===== config.mk =====
export PLATFORM = sky130hd
export DESIGN_NAME = isahp_port
export DESIGN_NICKNAME = d
export VERILOG_FILES = /design/src/rtl/isahp_pkg.sv /design/src/rtl/isahp_sync.sv /design/src/rtl/isahp_buf.sv /design/src/rtl/isahp_port.sv
export VERILOG_INCLUDE_DIRS = /design/src /design/src/rtl
export SDC_FILE = /design/constraint.sdc
export NUM_CORES = 1
export LEC_CHECK = 0
export BUFFER_PORTS_ARGS = -buffer_cell sky130_fd_sc_hd__buf_2
export CELL_PAD_IN_SITES_DETAIL_PLACEMENT = 0
export CELL_PAD_IN_SITES_GLOBAL_PLACEMENT = 1
export CORE_UTILIZATION = 43
export CTS_BUF_LIST = sky130_fd_sc_hd__clkbuf_8
export CTS_CLUSTER_SIZE = 24
export DETAILED_ROUTE_END_ITERATION = 6
export PLACE_DENSITY = 0.74
export SYNTH_ARGS = -nofsm -noshare
export SYNTH_HDL_FRONTEND = slang
export SYNTH_HIERARCHICAL = 1
export SYNTH_SLANG_ARGS = --single-unit
export TNS_END_PERCENT = 1

===== constraint.sdc =====
create_clock -name ref_clk -period 7.9 [get_ports ref_clk]
set_input_delay 1.58 -clock ref_clk [delete_from_list [all_inputs] [get_ports ref_clk]]
set_output_delay 1.58 -clock ref_clk [all_outputs]
set_load 0.03 [all_outputs]

===== src/rtl/isahp_params.svh =====
// Constants for the ISA slave host port: register offsets, lane decode and timing counts.
// Assumes inclusion by bare name from the package and the port logic.
`ifndef ISAHP_PARAMS_SVH
`define ISAHP_PARAMS_SVH

`define ISAHP_ADDR_W         5
`define ISAHP_LANE_W         8
`define ISAHP_FIFO_WORD_ADDR 5'h18
`define ISAHP_LEGACY_MASK    32'hA8AA5555
`define ISAHP_RD_SETTLE      2'h2
`define ISAHP_BUF_DEPTH      2
`define ISAHP_SYNC_W         37

`endif


===== src/rtl/isahp_pkg.sv =====
// Types shared by the ISA slave host port and its helpers.
// Assumes isahp_params.svh is on the include path.
`include "isahp_params.svh"

package isahp_pkg;

   typedef struct packed {
      logic [`ISAHP_ADDR_W-1:0] addr;
      logic [`ISAHP_LANE_W-1:0] upper;
      logic [`ISAHP_LANE_W-1:0] lower;
      logic                     up_en;
      logic                     lo_en;
   } isahp_wr_s;

   typedef struct packed {
      logic [`ISAHP_LANE_W-1:0] upper;
      logic [`ISAHP_LANE_W-1:0] lower;
   } isahp_rd_s;

   typedef enum logic [2:0] {
      ISAHP_IDLE  = 3'h1,
      ISAHP_READ  = 3'h2,
      ISAHP_WRITE = 3'h4
   } isahp_state_e;

endpackage : isahp_pkg


===== src/rtl/isahp_sync.sv =====
// Two-flop synchroniser for a vector of pin inputs.
// Assumes each bit is an independent level from outside the ref_clk domain.
`timescale 1ns/1ns

module isahp_sync #(
   parameter int W = 1
) (
   input  wire logic         ref_clk, // System clock
   input  wire logic [W-1:0] din,     // Asynchronous pin levels
   output logic      [W-1:0] dout     // Synchronised levels
);
   logic [W-1:0] meta_q;

   genvar i;
   generate
      for (i = 0; i < W; i++) begin : g_bit
         always_ff @(posedge ref_clk) begin
            meta_q[i] <= din[i];
            dout[i]   <= meta_q[i];
         end
      end
   endgenerate

endmodule : isahp_sync


===== src/rtl/isahp_buf.sv =====
// Small FIFO buffer with valid/ready on both sides; full and empty are exact.
// Assumes one clock and a synchronous active-high reset.
`timescale 1ns/1ns

module isahp_buf #(
   parameter int W     = 8,
   parameter int DEPTH = 2
) (
   input  wire logic         ref_clk,   // System clock
   input  wire logic         srst,      // Synchronous reset
   input  wire logic [W-1:0] in_data,   // Word to store
   input  wire logic         in_valid,  // Store request
   output logic              in_ready,  // Room for a word
   output logic      [W-1:0] out_data,  // Oldest word
   output logic              out_valid, // Oldest word present
   input  wire logic         out_ready  // Drain accepts
);
   localparam int PW = (DEPTH > 1) ? $clog2(DEPTH) : 1;

   logic [W-1:0]  mem_q [DEPTH];
   logic [PW-1:0] wp_q;
   logic [PW-1:0] rp_q;
   logic [PW:0]   cnt_q;
   logic          push;
   logic          pop;

   assign in_ready  = (cnt_q != (PW+1)'(DEPTH));
   assign out_valid = (cnt_q != '0);
   assign out_data  = mem_q[rp_q];
   assign push      = in_valid && in_ready;
   assign pop       = out_valid && out_ready;

   always_ff @(posedge ref_clk) begin
      if (push) begin
         mem_q[wp_q] <= in_data;
      end
   end

   always_ff @(posedge ref_clk) begin
      if (srst) begin
         wp_q  <= '0;
         rp_q  <= '0;
         cnt_q <= '0;
      end else begin
         if (push) begin
            wp_q <= (wp_q == PW'(DEPTH-1)) ? '0 : wp_q + PW'(1);
         end
         if (pop) begin
            rp_q <= (rp_q == PW'(DEPTH-1)) ? '0 : rp_q + PW'(1);
         end
         cnt_q <= cnt_q + (PW+1)'(push) - (PW+1)'(pop);
      end
   end

endmodule : isahp_buf


===== src/rtl/isahp_port.sv =====
// ISA slave host port: base decode, register select, byte-lane steering, strobe timing.
// Assumes a register file on ref_clk that answers rd_addr combinationally on rd_data,
// and drains written words from the buffer. All ISA pins are asynchronous to ref_clk.
`timescale 1ns/1ns
`include "isahp_params.svh"

module isahp_port #(
   parameter int BUF_DEPTH = `ISAHP_BUF_DEPTH
) (
   input  wire logic                         ref_clk,               // 10 MHz system clock
   input  wire logic                         srst,                  // Synchronous reset, high
   input  wire logic [7:0]                   upper_data_lane_i,     // Upper lane pin level
   input  wire logic [7:0]                   lower_data_lane_i,     // Lower lane pin level
   output logic      [7:0]                   upper_data_lane_o,     // Upper lane drive value
   output logic      [7:0]                   lower_data_lane_o,     // Lower lane drive value
   output logic                              upper_lane_drive_en_n, // Upper lane driven, low
   output logic                              lower_lane_drive_en_n, // Lower lane driven, low
   input  wire logic                         high_byte_enable_n,    // High byte enable, low
   input  wire logic                         slot_width_sense,      // High in narrow slot
   input  wire logic [4:0]                   base_addr_in,          // Upper address bits
   input  wire logic [4:0]                   base_select_switch,    // Base address switches
   input  wire logic                         address_enable_n,      // Address enable, low
   input  wire logic [4:0]                   reg_select,            // Register select bits
   input  wire logic                         io_read_n,             // I/O read strobe, low
   input  wire logic                         io_write_n,            // I/O write strobe, low
   input  wire logic                         dma_ack_n,             // DMA acknowledge, low
   input  wire logic                         legacy_mode,           // Legacy mode from core
   output logic                              chan_ready_o,          // Channel ready drive level
   output logic                              chan_ready_oe_n,       // Channel ready pulled low
   output logic                              wide_cycle_ack_n_o,    // Wide ack drive level
   output logic                              wide_cycle_ack_oe_n,   // Wide ack pulled low
   output logic      [`ISAHP_ADDR_W-1:0]     rd_addr,               // Register being read
   output logic                              rd_req,                // Read in progress
   input  wire isahp_pkg::isahp_rd_s         rd_data,               // Register read value
   output logic                              rd_done,               // Read ended, one cycle
   output logic      [`ISAHP_ADDR_W-1:0]     rd_done_addr,          // Register of ended read
   output isahp_pkg::isahp_wr_s              wr_word,               // Buffered write
   output logic                              wr_valid,              // Buffered write present
   input  wire logic                         wr_ready               // Register file accepts
);
   import isahp_pkg::*;

   logic [`ISAHP_SYNC_W-1:0] raw;
   logic [`ISAHP_SYNC_W-1:0] syn;
   logic [7:0]               s_up;
   logic [7:0]               s_lo;
   logic                     s_bhe_n;
   logic                     s_sense;
   logic [4:0]               s_base;
   logic [4:0]               s_sw;
   logic                     s_address_enable_n;
   logic [4:0]               s_reg;
   logic                     s_rd_n;
   logic                     s_wr_n;
   logic                     s_dack_n;

   // Every pin, data lanes included, passes the two-flop synchroniser
   assign raw = {upper_data_lane_i, lower_data_lane_i, high_byte_enable_n, slot_width_sense,
                 base_addr_in, base_select_switch, address_enable_n, reg_select,
                 io_read_n, io_write_n, dma_ack_n};

   isahp_sync #(.W(`ISAHP_SYNC_W)) u_sync (
      .ref_clk (ref_clk),
      .din     (raw),
      .dout    (syn)
   );

   assign {s_up, s_lo, s_bhe_n, s_sense, s_base, s_sw, s_address_enable_n, s_reg, s_rd_n, s_wr_n, s_dack_n} = syn;

   // Decode of the current cycle
   logic                     dma_c;
   logic                     cs_c;
   logic                     sel_c;
   logic [`ISAHP_ADDR_W-1:0] addr_c;
   logic                     word_c;
   logic                     up_c;
   logic                     lo_c;
   logic                     rd_c;
   logic                     wr_c;
   logic                     legacy_c;
   logic [31:0]              legacy_mask;

   // Bit n of the mask marks offset n as a legacy-controller register
   assign legacy_mask = `ISAHP_LEGACY_MASK;
   assign dma_c  = !s_dack_n;
   assign cs_c   = !s_address_enable_n && (s_base == s_sw) && !dma_c;
   assign sel_c  = cs_c || dma_c;
   assign addr_c = dma_c ? `ISAHP_FIFO_WORD_ADDR : s_reg;
   assign word_c = dma_c || (!s_sense && !s_bhe_n && (s_reg == `ISAHP_FIFO_WORD_ADDR));
   assign up_c   = word_c || (!s_sense && !s_bhe_n && s_reg[0]);
   assign lo_c   = word_c || s_bhe_n;
   assign rd_c   = sel_c && !s_rd_n;
   assign wr_c   = sel_c && !s_wr_n;
   assign legacy_c = legacy_mode && cs_c && legacy_mask[s_reg];

   // Access sequencer
   isahp_state_e             state_q;
   logic [`ISAHP_ADDR_W-1:0] acc_addr_q;
   logic                     acc_up_q;
   logic                     acc_lo_q;
   logic [7:0]               wd_up_q;
   logic [7:0]               wd_lo_q;
   logic [1:0]               age_q;
   logic                     push;
   logic                     buf_in_ready;
   isahp_wr_s                push_word;

   always_ff @(posedge ref_clk) begin
      if (srst) begin
         state_q <= ISAHP_IDLE;
      end else begin
         case (state_q)
            ISAHP_IDLE: begin
               if (rd_c) begin
                  state_q <= ISAHP_READ;
               end else if (wr_c) begin
                  state_q <= ISAHP_WRITE;
               end
            end
            ISAHP_READ: begin
               if (!rd_c) begin
                  state_q <= ISAHP_IDLE;
               end
            end
            ISAHP_WRITE: begin
               if (!wr_c) begin
                  state_q <= ISAHP_IDLE;
               end
            end
            default: state_q <= ISAHP_IDLE;
         endcase
      end
   end

   // Access attributes follow the decode while the strobe is low
   always_ff @(posedge ref_clk) begin
      if (srst) begin
         acc_addr_q <= '0;
         acc_up_q   <= 1'b0;
         acc_lo_q   <= 1'b0;
         wd_up_q    <= '0;
         wd_lo_q    <= '0;
      end else if (rd_c || wr_c) begin
         acc_addr_q <= addr_c;
         acc_up_q   <= up_c;
         acc_lo_q   <= lo_c;
         wd_up_q    <= s_up;
         wd_lo_q    <= s_lo;
      end
   end

   // Counts read cycles so a legacy read releases channel ready once its data has settled
   always_ff @(posedge ref_clk) begin
      if (srst) begin
         age_q <= '0;
      end else if (state_q != ISAHP_READ) begin
         age_q <= '0;
      end else if (age_q != `ISAHP_RD_SETTLE) begin
         age_q <= age_q + 2'h1;
      end
   end

   // Write lands when the strobe rises; disabled lanes carry no data
   assign push = (state_q == ISAHP_WRITE) && !wr_c;
   assign push_word = '{addr:  acc_addr_q,
                        upper: acc_up_q ? wd_up_q : '0,
                        lower: acc_lo_q ? wd_lo_q : '0,
                        up_en: acc_up_q,
                        lo_en: acc_lo_q};

   isahp_buf #(.W($bits(isahp_wr_s)), .DEPTH(BUF_DEPTH)) u_buf (
      .ref_clk   (ref_clk),
      .srst      (srst),
      .in_data   (push_word),
      .in_valid  (push),
      .in_ready  (buf_in_ready),
      .out_data  (wr_word),
      .out_valid (wr_valid),
      .out_ready (wr_ready)
   );

   // Read lanes and their enables
   always_ff @(posedge ref_clk) begin
      if (srst) begin
         upper_lane_drive_en_n <= 1'b1;
         lower_lane_drive_en_n <= 1'b1;
         upper_data_lane_o     <= '0;
         lower_data_lane_o     <= '0;
      end else begin
         upper_lane_drive_en_n <= !(rd_c && up_c);
         lower_lane_drive_en_n <= !(rd_c && lo_c);
         upper_data_lane_o     <= (rd_c && up_c) ? rd_data.upper : '0;
         lower_data_lane_o     <= (rd_c && lo_c) ? rd_data.lower : '0;
      end
   end

   // rd_addr follows the decode every cycle, so rd_data has settled before the lanes take it
   always_ff @(posedge ref_clk) begin
      if (srst) begin
         rd_addr      <= '0;
         rd_req       <= 1'b0;
         rd_done      <= 1'b0;
         rd_done_addr <= '0;
      end else begin
         rd_addr      <= addr_c;
         rd_req       <= rd_c;
         rd_done      <= (state_q == ISAHP_READ) && !rd_c;
         rd_done_addr <= acc_addr_q;
      end
   end

   // Open-collector outputs; the pin level is always low and only the enable moves
   always_ff @(posedge ref_clk) begin
      if (srst) begin
         chan_ready_o        <= 1'b0;
         wide_cycle_ack_n_o  <= 1'b0;
         chan_ready_oe_n     <= 1'b1;
         wide_cycle_ack_oe_n <= 1'b1;
      end else begin
         chan_ready_o        <= 1'b0;
         wide_cycle_ack_n_o  <= 1'b0;
         // Hold the cycle while a full buffer could not take the write, or while a legacy read has not yet settled
         chan_ready_oe_n <= !((wr_c && !buf_in_ready) ||
                              (legacy_c && rd_c &&
                               !((state_q == ISAHP_READ) && (age_q == `ISAHP_RD_SETTLE))));
         // Wide acknowledge needs no strobe: the host samples it from the decoded address
         wide_cycle_ack_oe_n <= !(sel_c && up_c);
      end
   end
endmodule : isahp_port


==> results_dict.tcl <==
set metrics [dict create \
    design.portCount 115 \
    routed_wl_um 9710 \
    synth_async_sr_flop_share 0 \
    placement.io_buffers 112 \
    clk_transition_reported_paths_ns 0.09 \
    post_synth.cell_area_avg_um2 13.4 \
    worstSetupEndpointType "output pin" \
    die-height_um 118 \
    final_cell_count_no_fill 733 \
    criticalPathCategory "reg -> out" \
    mean_routed_wirelength_per_cell_um 13.2 \
    clkLatencyLatePin_ns 0.44 \
    post_cts.repair.setup_buffers 0 \
    nNetsFinal 608 \
    clock_tree.root_cell "sky130_fd_sc_hd__clkbuf_8" \
    num_vias 3336 \
    synth_seq_area_share 0.721 \
    antenna-diode-count 0 \
    netlist_area_um2 5780 \
    grt_pass1_vias 3345 \
    unrepaired_setup_endpoints_after_global_routing "false" \
    grt_overflow 0 \
    grt_start_max_net_pins 45 \
    routed_via_density 4.55 \
    worst_min_delay_path_category "reg -> reg" \
    synth_cell_type_count 46 \
    most_common_cell_after_layout_fill_and_taps_aside "sky130_fd_sc_hd__dfxtp_1" \
    critPathArrivalTime_ns 2.08 \
    placementRows 41 \
    initial_cell_density_of_the_core 0.449 \
    cts.path.max_buffers 2 \
    power_per_cell_area_nw_per_um2 268 \
    initial_antenna_violation_count 1 \
    clock_skew_ns 0.0152 \
    grt_first_pass_wirelength_um 15900 \
    syn_to_final_growth_pct 19.2 \
    antenna_violating_nets_post_route 0 \
    timing.final.max_slew_violations 0 \
    synth-warning-count 6 \
    dp.cells 701 \
    cts-buffers-inserted 17 \
    num-fill-cells 1146 \
    drt-initial-drc-count 156 \
    synth.ff_latch_count 185 \
    final_cell_mix "139 x sky130_fd_sc_hd__dfxtp_1, 112 x sky130_fd_sc_hd__buf_2, 57 x sky130_fd_sc_hd__nand2_1" \
    status "completed" \
    grtUsageTotal 0.147 \
    cts_hold_repair.buffers 0 \
    post_synth_edffs 46 \
    die_width_um 118 \
    worst_pin_slew_ns 1.25 \
    routabilityCongestion 0.727 \
    final.min_clock_period_ns 3.66 \
    clock.fmax_mhz 274 \
    cts.repair.resized 0 \
    final-setup-viol-count 0 \
    core_area_um2 12900 \
    postSynth.topFlopCell "sky130_fd_sc_hd__dfxtp_1" \
    drcViolationCount 0 \
    timing.max_cap.violations 0 \
    report.power.total_mw 1.85 \
    final_hold_violations 0 \
    aggregate_negative_setup_slack_ns 0 \
    area_of_all_placed_cells_without_fillers_um2 6890 \
    period_share 0.463 \
    p_leak_nw 2.97 \
    place_area_um2 6450 \
    critical_path.startpoint_type "flop" \
    final_layout_size_suffix_gt1_frac 0.321 \
    worst_slew_margin_relative_to_its_limit 0.163 \
    drtPass1Iterations 4 \
    tritoncts_num_sinks 185 \
    cts_tree "built" \
    die_area_um2 13900 \
    critPathMaxFanout 23 \
    power.ir.vdd_worst_uv 112 \
    worst_ep_required_time_ns 6.32 \
    gate_count_of_the_mapped_netlist 432 \
    dp_hpwl_um 6500 \
    cts_max_level 4 \
]
## through the flow
step | utilization | hold slack (ns) | setup slack [ns]
after floorplan | - | 0.310 | 5.21
after global placement | 0.501 | 0.310 | 4.56
after detailed placement | 0.501 | 0.312 | 4.45
after CTS | 0.535 | 0.327 | 4.17
after global routing | 0.535 | 0.334 | 4.09
final | 0.535 | 0.325 | 4.24
## cells in the mapped netlist, types with 2 or more instances
| library cell | instances | area share |
|---|---|---|
| sky130_fd_sc_hd__nand2b_1 | 3 | 0.0032 |
| sky130_fd_sc_hd__nor2b_1 | 10 | 0.011 |
| sky130_fd_sc_hd__or2_2 | 2 | 0.0022 |
| sky130_fd_sc_hd__buf_4 | 4 | 0.0052 |
| sky130_fd_sc_hd__o221a_2 | 2 | 0.0039 |
| sky130_fd_sc_hd__and3_1 | 2 | 0.0022 |
| sky130_fd_sc_hd__clkbuf_1 | 8 | 0.0052 |
| sky130_fd_sc_hd__edfxtp_1 | 46 | 0.24 |
| sky130_fd_sc_hd__inv_1 | 8 | 0.0052 |
| sky130_fd_sc_hd__a21oi_1 | 5 | 0.0043 |
| sky130_fd_sc_hd__nor2_1 | 14 | 0.0091 |
| sky130_fd_sc_hd__o21a_1 | 3 | 0.0039 |
| sky130_fd_sc_hd__and2_1 | 21 | 0.023 |
| sky130_fd_sc_hd__o211a_1 | 2 | 0.0035 |
| sky130_fd_sc_hd__nand2_1 | 57 | 0.037 |
| sky130_fd_sc_hd__o2bb2ai_1 | 3 | 0.0045 |
| sky130_fd_sc_hd__nand3_1 | 7 | 0.0061 |
| sky130_fd_sc_hd__buf_6 | 4 | 0.0078 |
| sky130_fd_sc_hd__o21ai_0 | 2 | 0.0017 |
| sky130_fd_sc_hd__ha_1 | 3 | 0.0065 |
| sky130_fd_sc_hd__mux2_2 | 23 | 0.045 |
| sky130_fd_sc_hd__mux2i_1 | 16 | 0.028 |
| sky130_fd_sc_hd__dfxtp_1 | 139 | 0.48 |
| sky130_fd_sc_hd__a211o_1 | 2 | 0.0030 |
| sky130_fd_sc_hd__nor3_1 | 19 | 0.016 |
| sky130_fd_sc_hd__xor2_1 | 7 | 0.011 |
## layer usage
metal,share of wire,global-route usage,vias up
li1,-,-,1706
met2,0.45,0.228,98
met5,0.0013,0,-
met3,0.058,0.0465,11
met4,0.011,0.0649,2
met1,0.48,0.189,1519
## cells by family (layout without fill, tap and decap cells)
kind of cell	after synthesis	in the layout	synth area share
DFF	185	185	0.721
and+or+nand+nor	141	141	0.123
muxes	39	39	0.0725
AOI/OAI and AO/OA	30	30	0.0409
buffers and inverters	25	153	0.0240
xor gates and xnor gates	8	8	0.0121
adders and majority gates	3	3	0.00650
other	1	2	0.000649
## path summary, 6_finish.rpt
path / from / to / slack [ns] / cells past startpoint
worst max-delay path: flop / wr_word[6] / 4.24 / 2
worst min-delay path: u_sync/meta_q[20] / u_sync/dout[20] / 0.32 / 0
worst max register to register: u_sync/dout[15] / u_buf/mem_q[0][7] / 4.77 / 6
worst min register to register: u_sync/meta_q[20] / u_sync/dout[20] / 0.32 / 0
## critical path, stage by stage, from the launching register on
cell and delay, ns:
sky130_fd_sc_hd__dfxtp_1 1.02, sky130_fd_sc_hd__mux2_2 0.43, sky130_fd_sc_hd__buf_2 0.18
## final cells by class
cell class | count | area [um^2] | share of cell area
Sequential cell | 185 | 4160 | 0.604
Inverter | 9 | 33.8 | 0.00490
Clock buffer | 18 | 248 | 0.0360
Timing Repair Buffer | 112 | 561 | 0.0814
Tap cell | 172 | 215 | 0.0312
Clock inverter | 14 | 186 | 0.0271
Multi-Input combinational cell | 223 | 1480 | 0.215
## registers in the layout, summed over array words and instances (netlist names), 2 cells and up, named ones only
signal	count
acc_addr_q	5
age_q	2
lower_data_lane_o	8
rd_addr	5
rd_done_addr	5
state_q	3
u_buf/cnt_q	2
u_buf/mem_q	46
u_sync/dout	37
u_sync/meta_q	37
upper_data_lane_o	8
wd_lo_q	8
wd_up_q	8
## power by group
| group | switching (mW) | internal (mW) | leakage [nW] | total (mW) |
|---|---|---|---|---|
| logic | 0.0919 | 0.0644 | 1.17 | 0.156 |
| clock network | 0.331 | 0.331 | 0.221 | 0.662 |
| registers | 0.0258 | 1.00 | 1.59 | 1.03 |
Power figures use the tool's default switching activity.
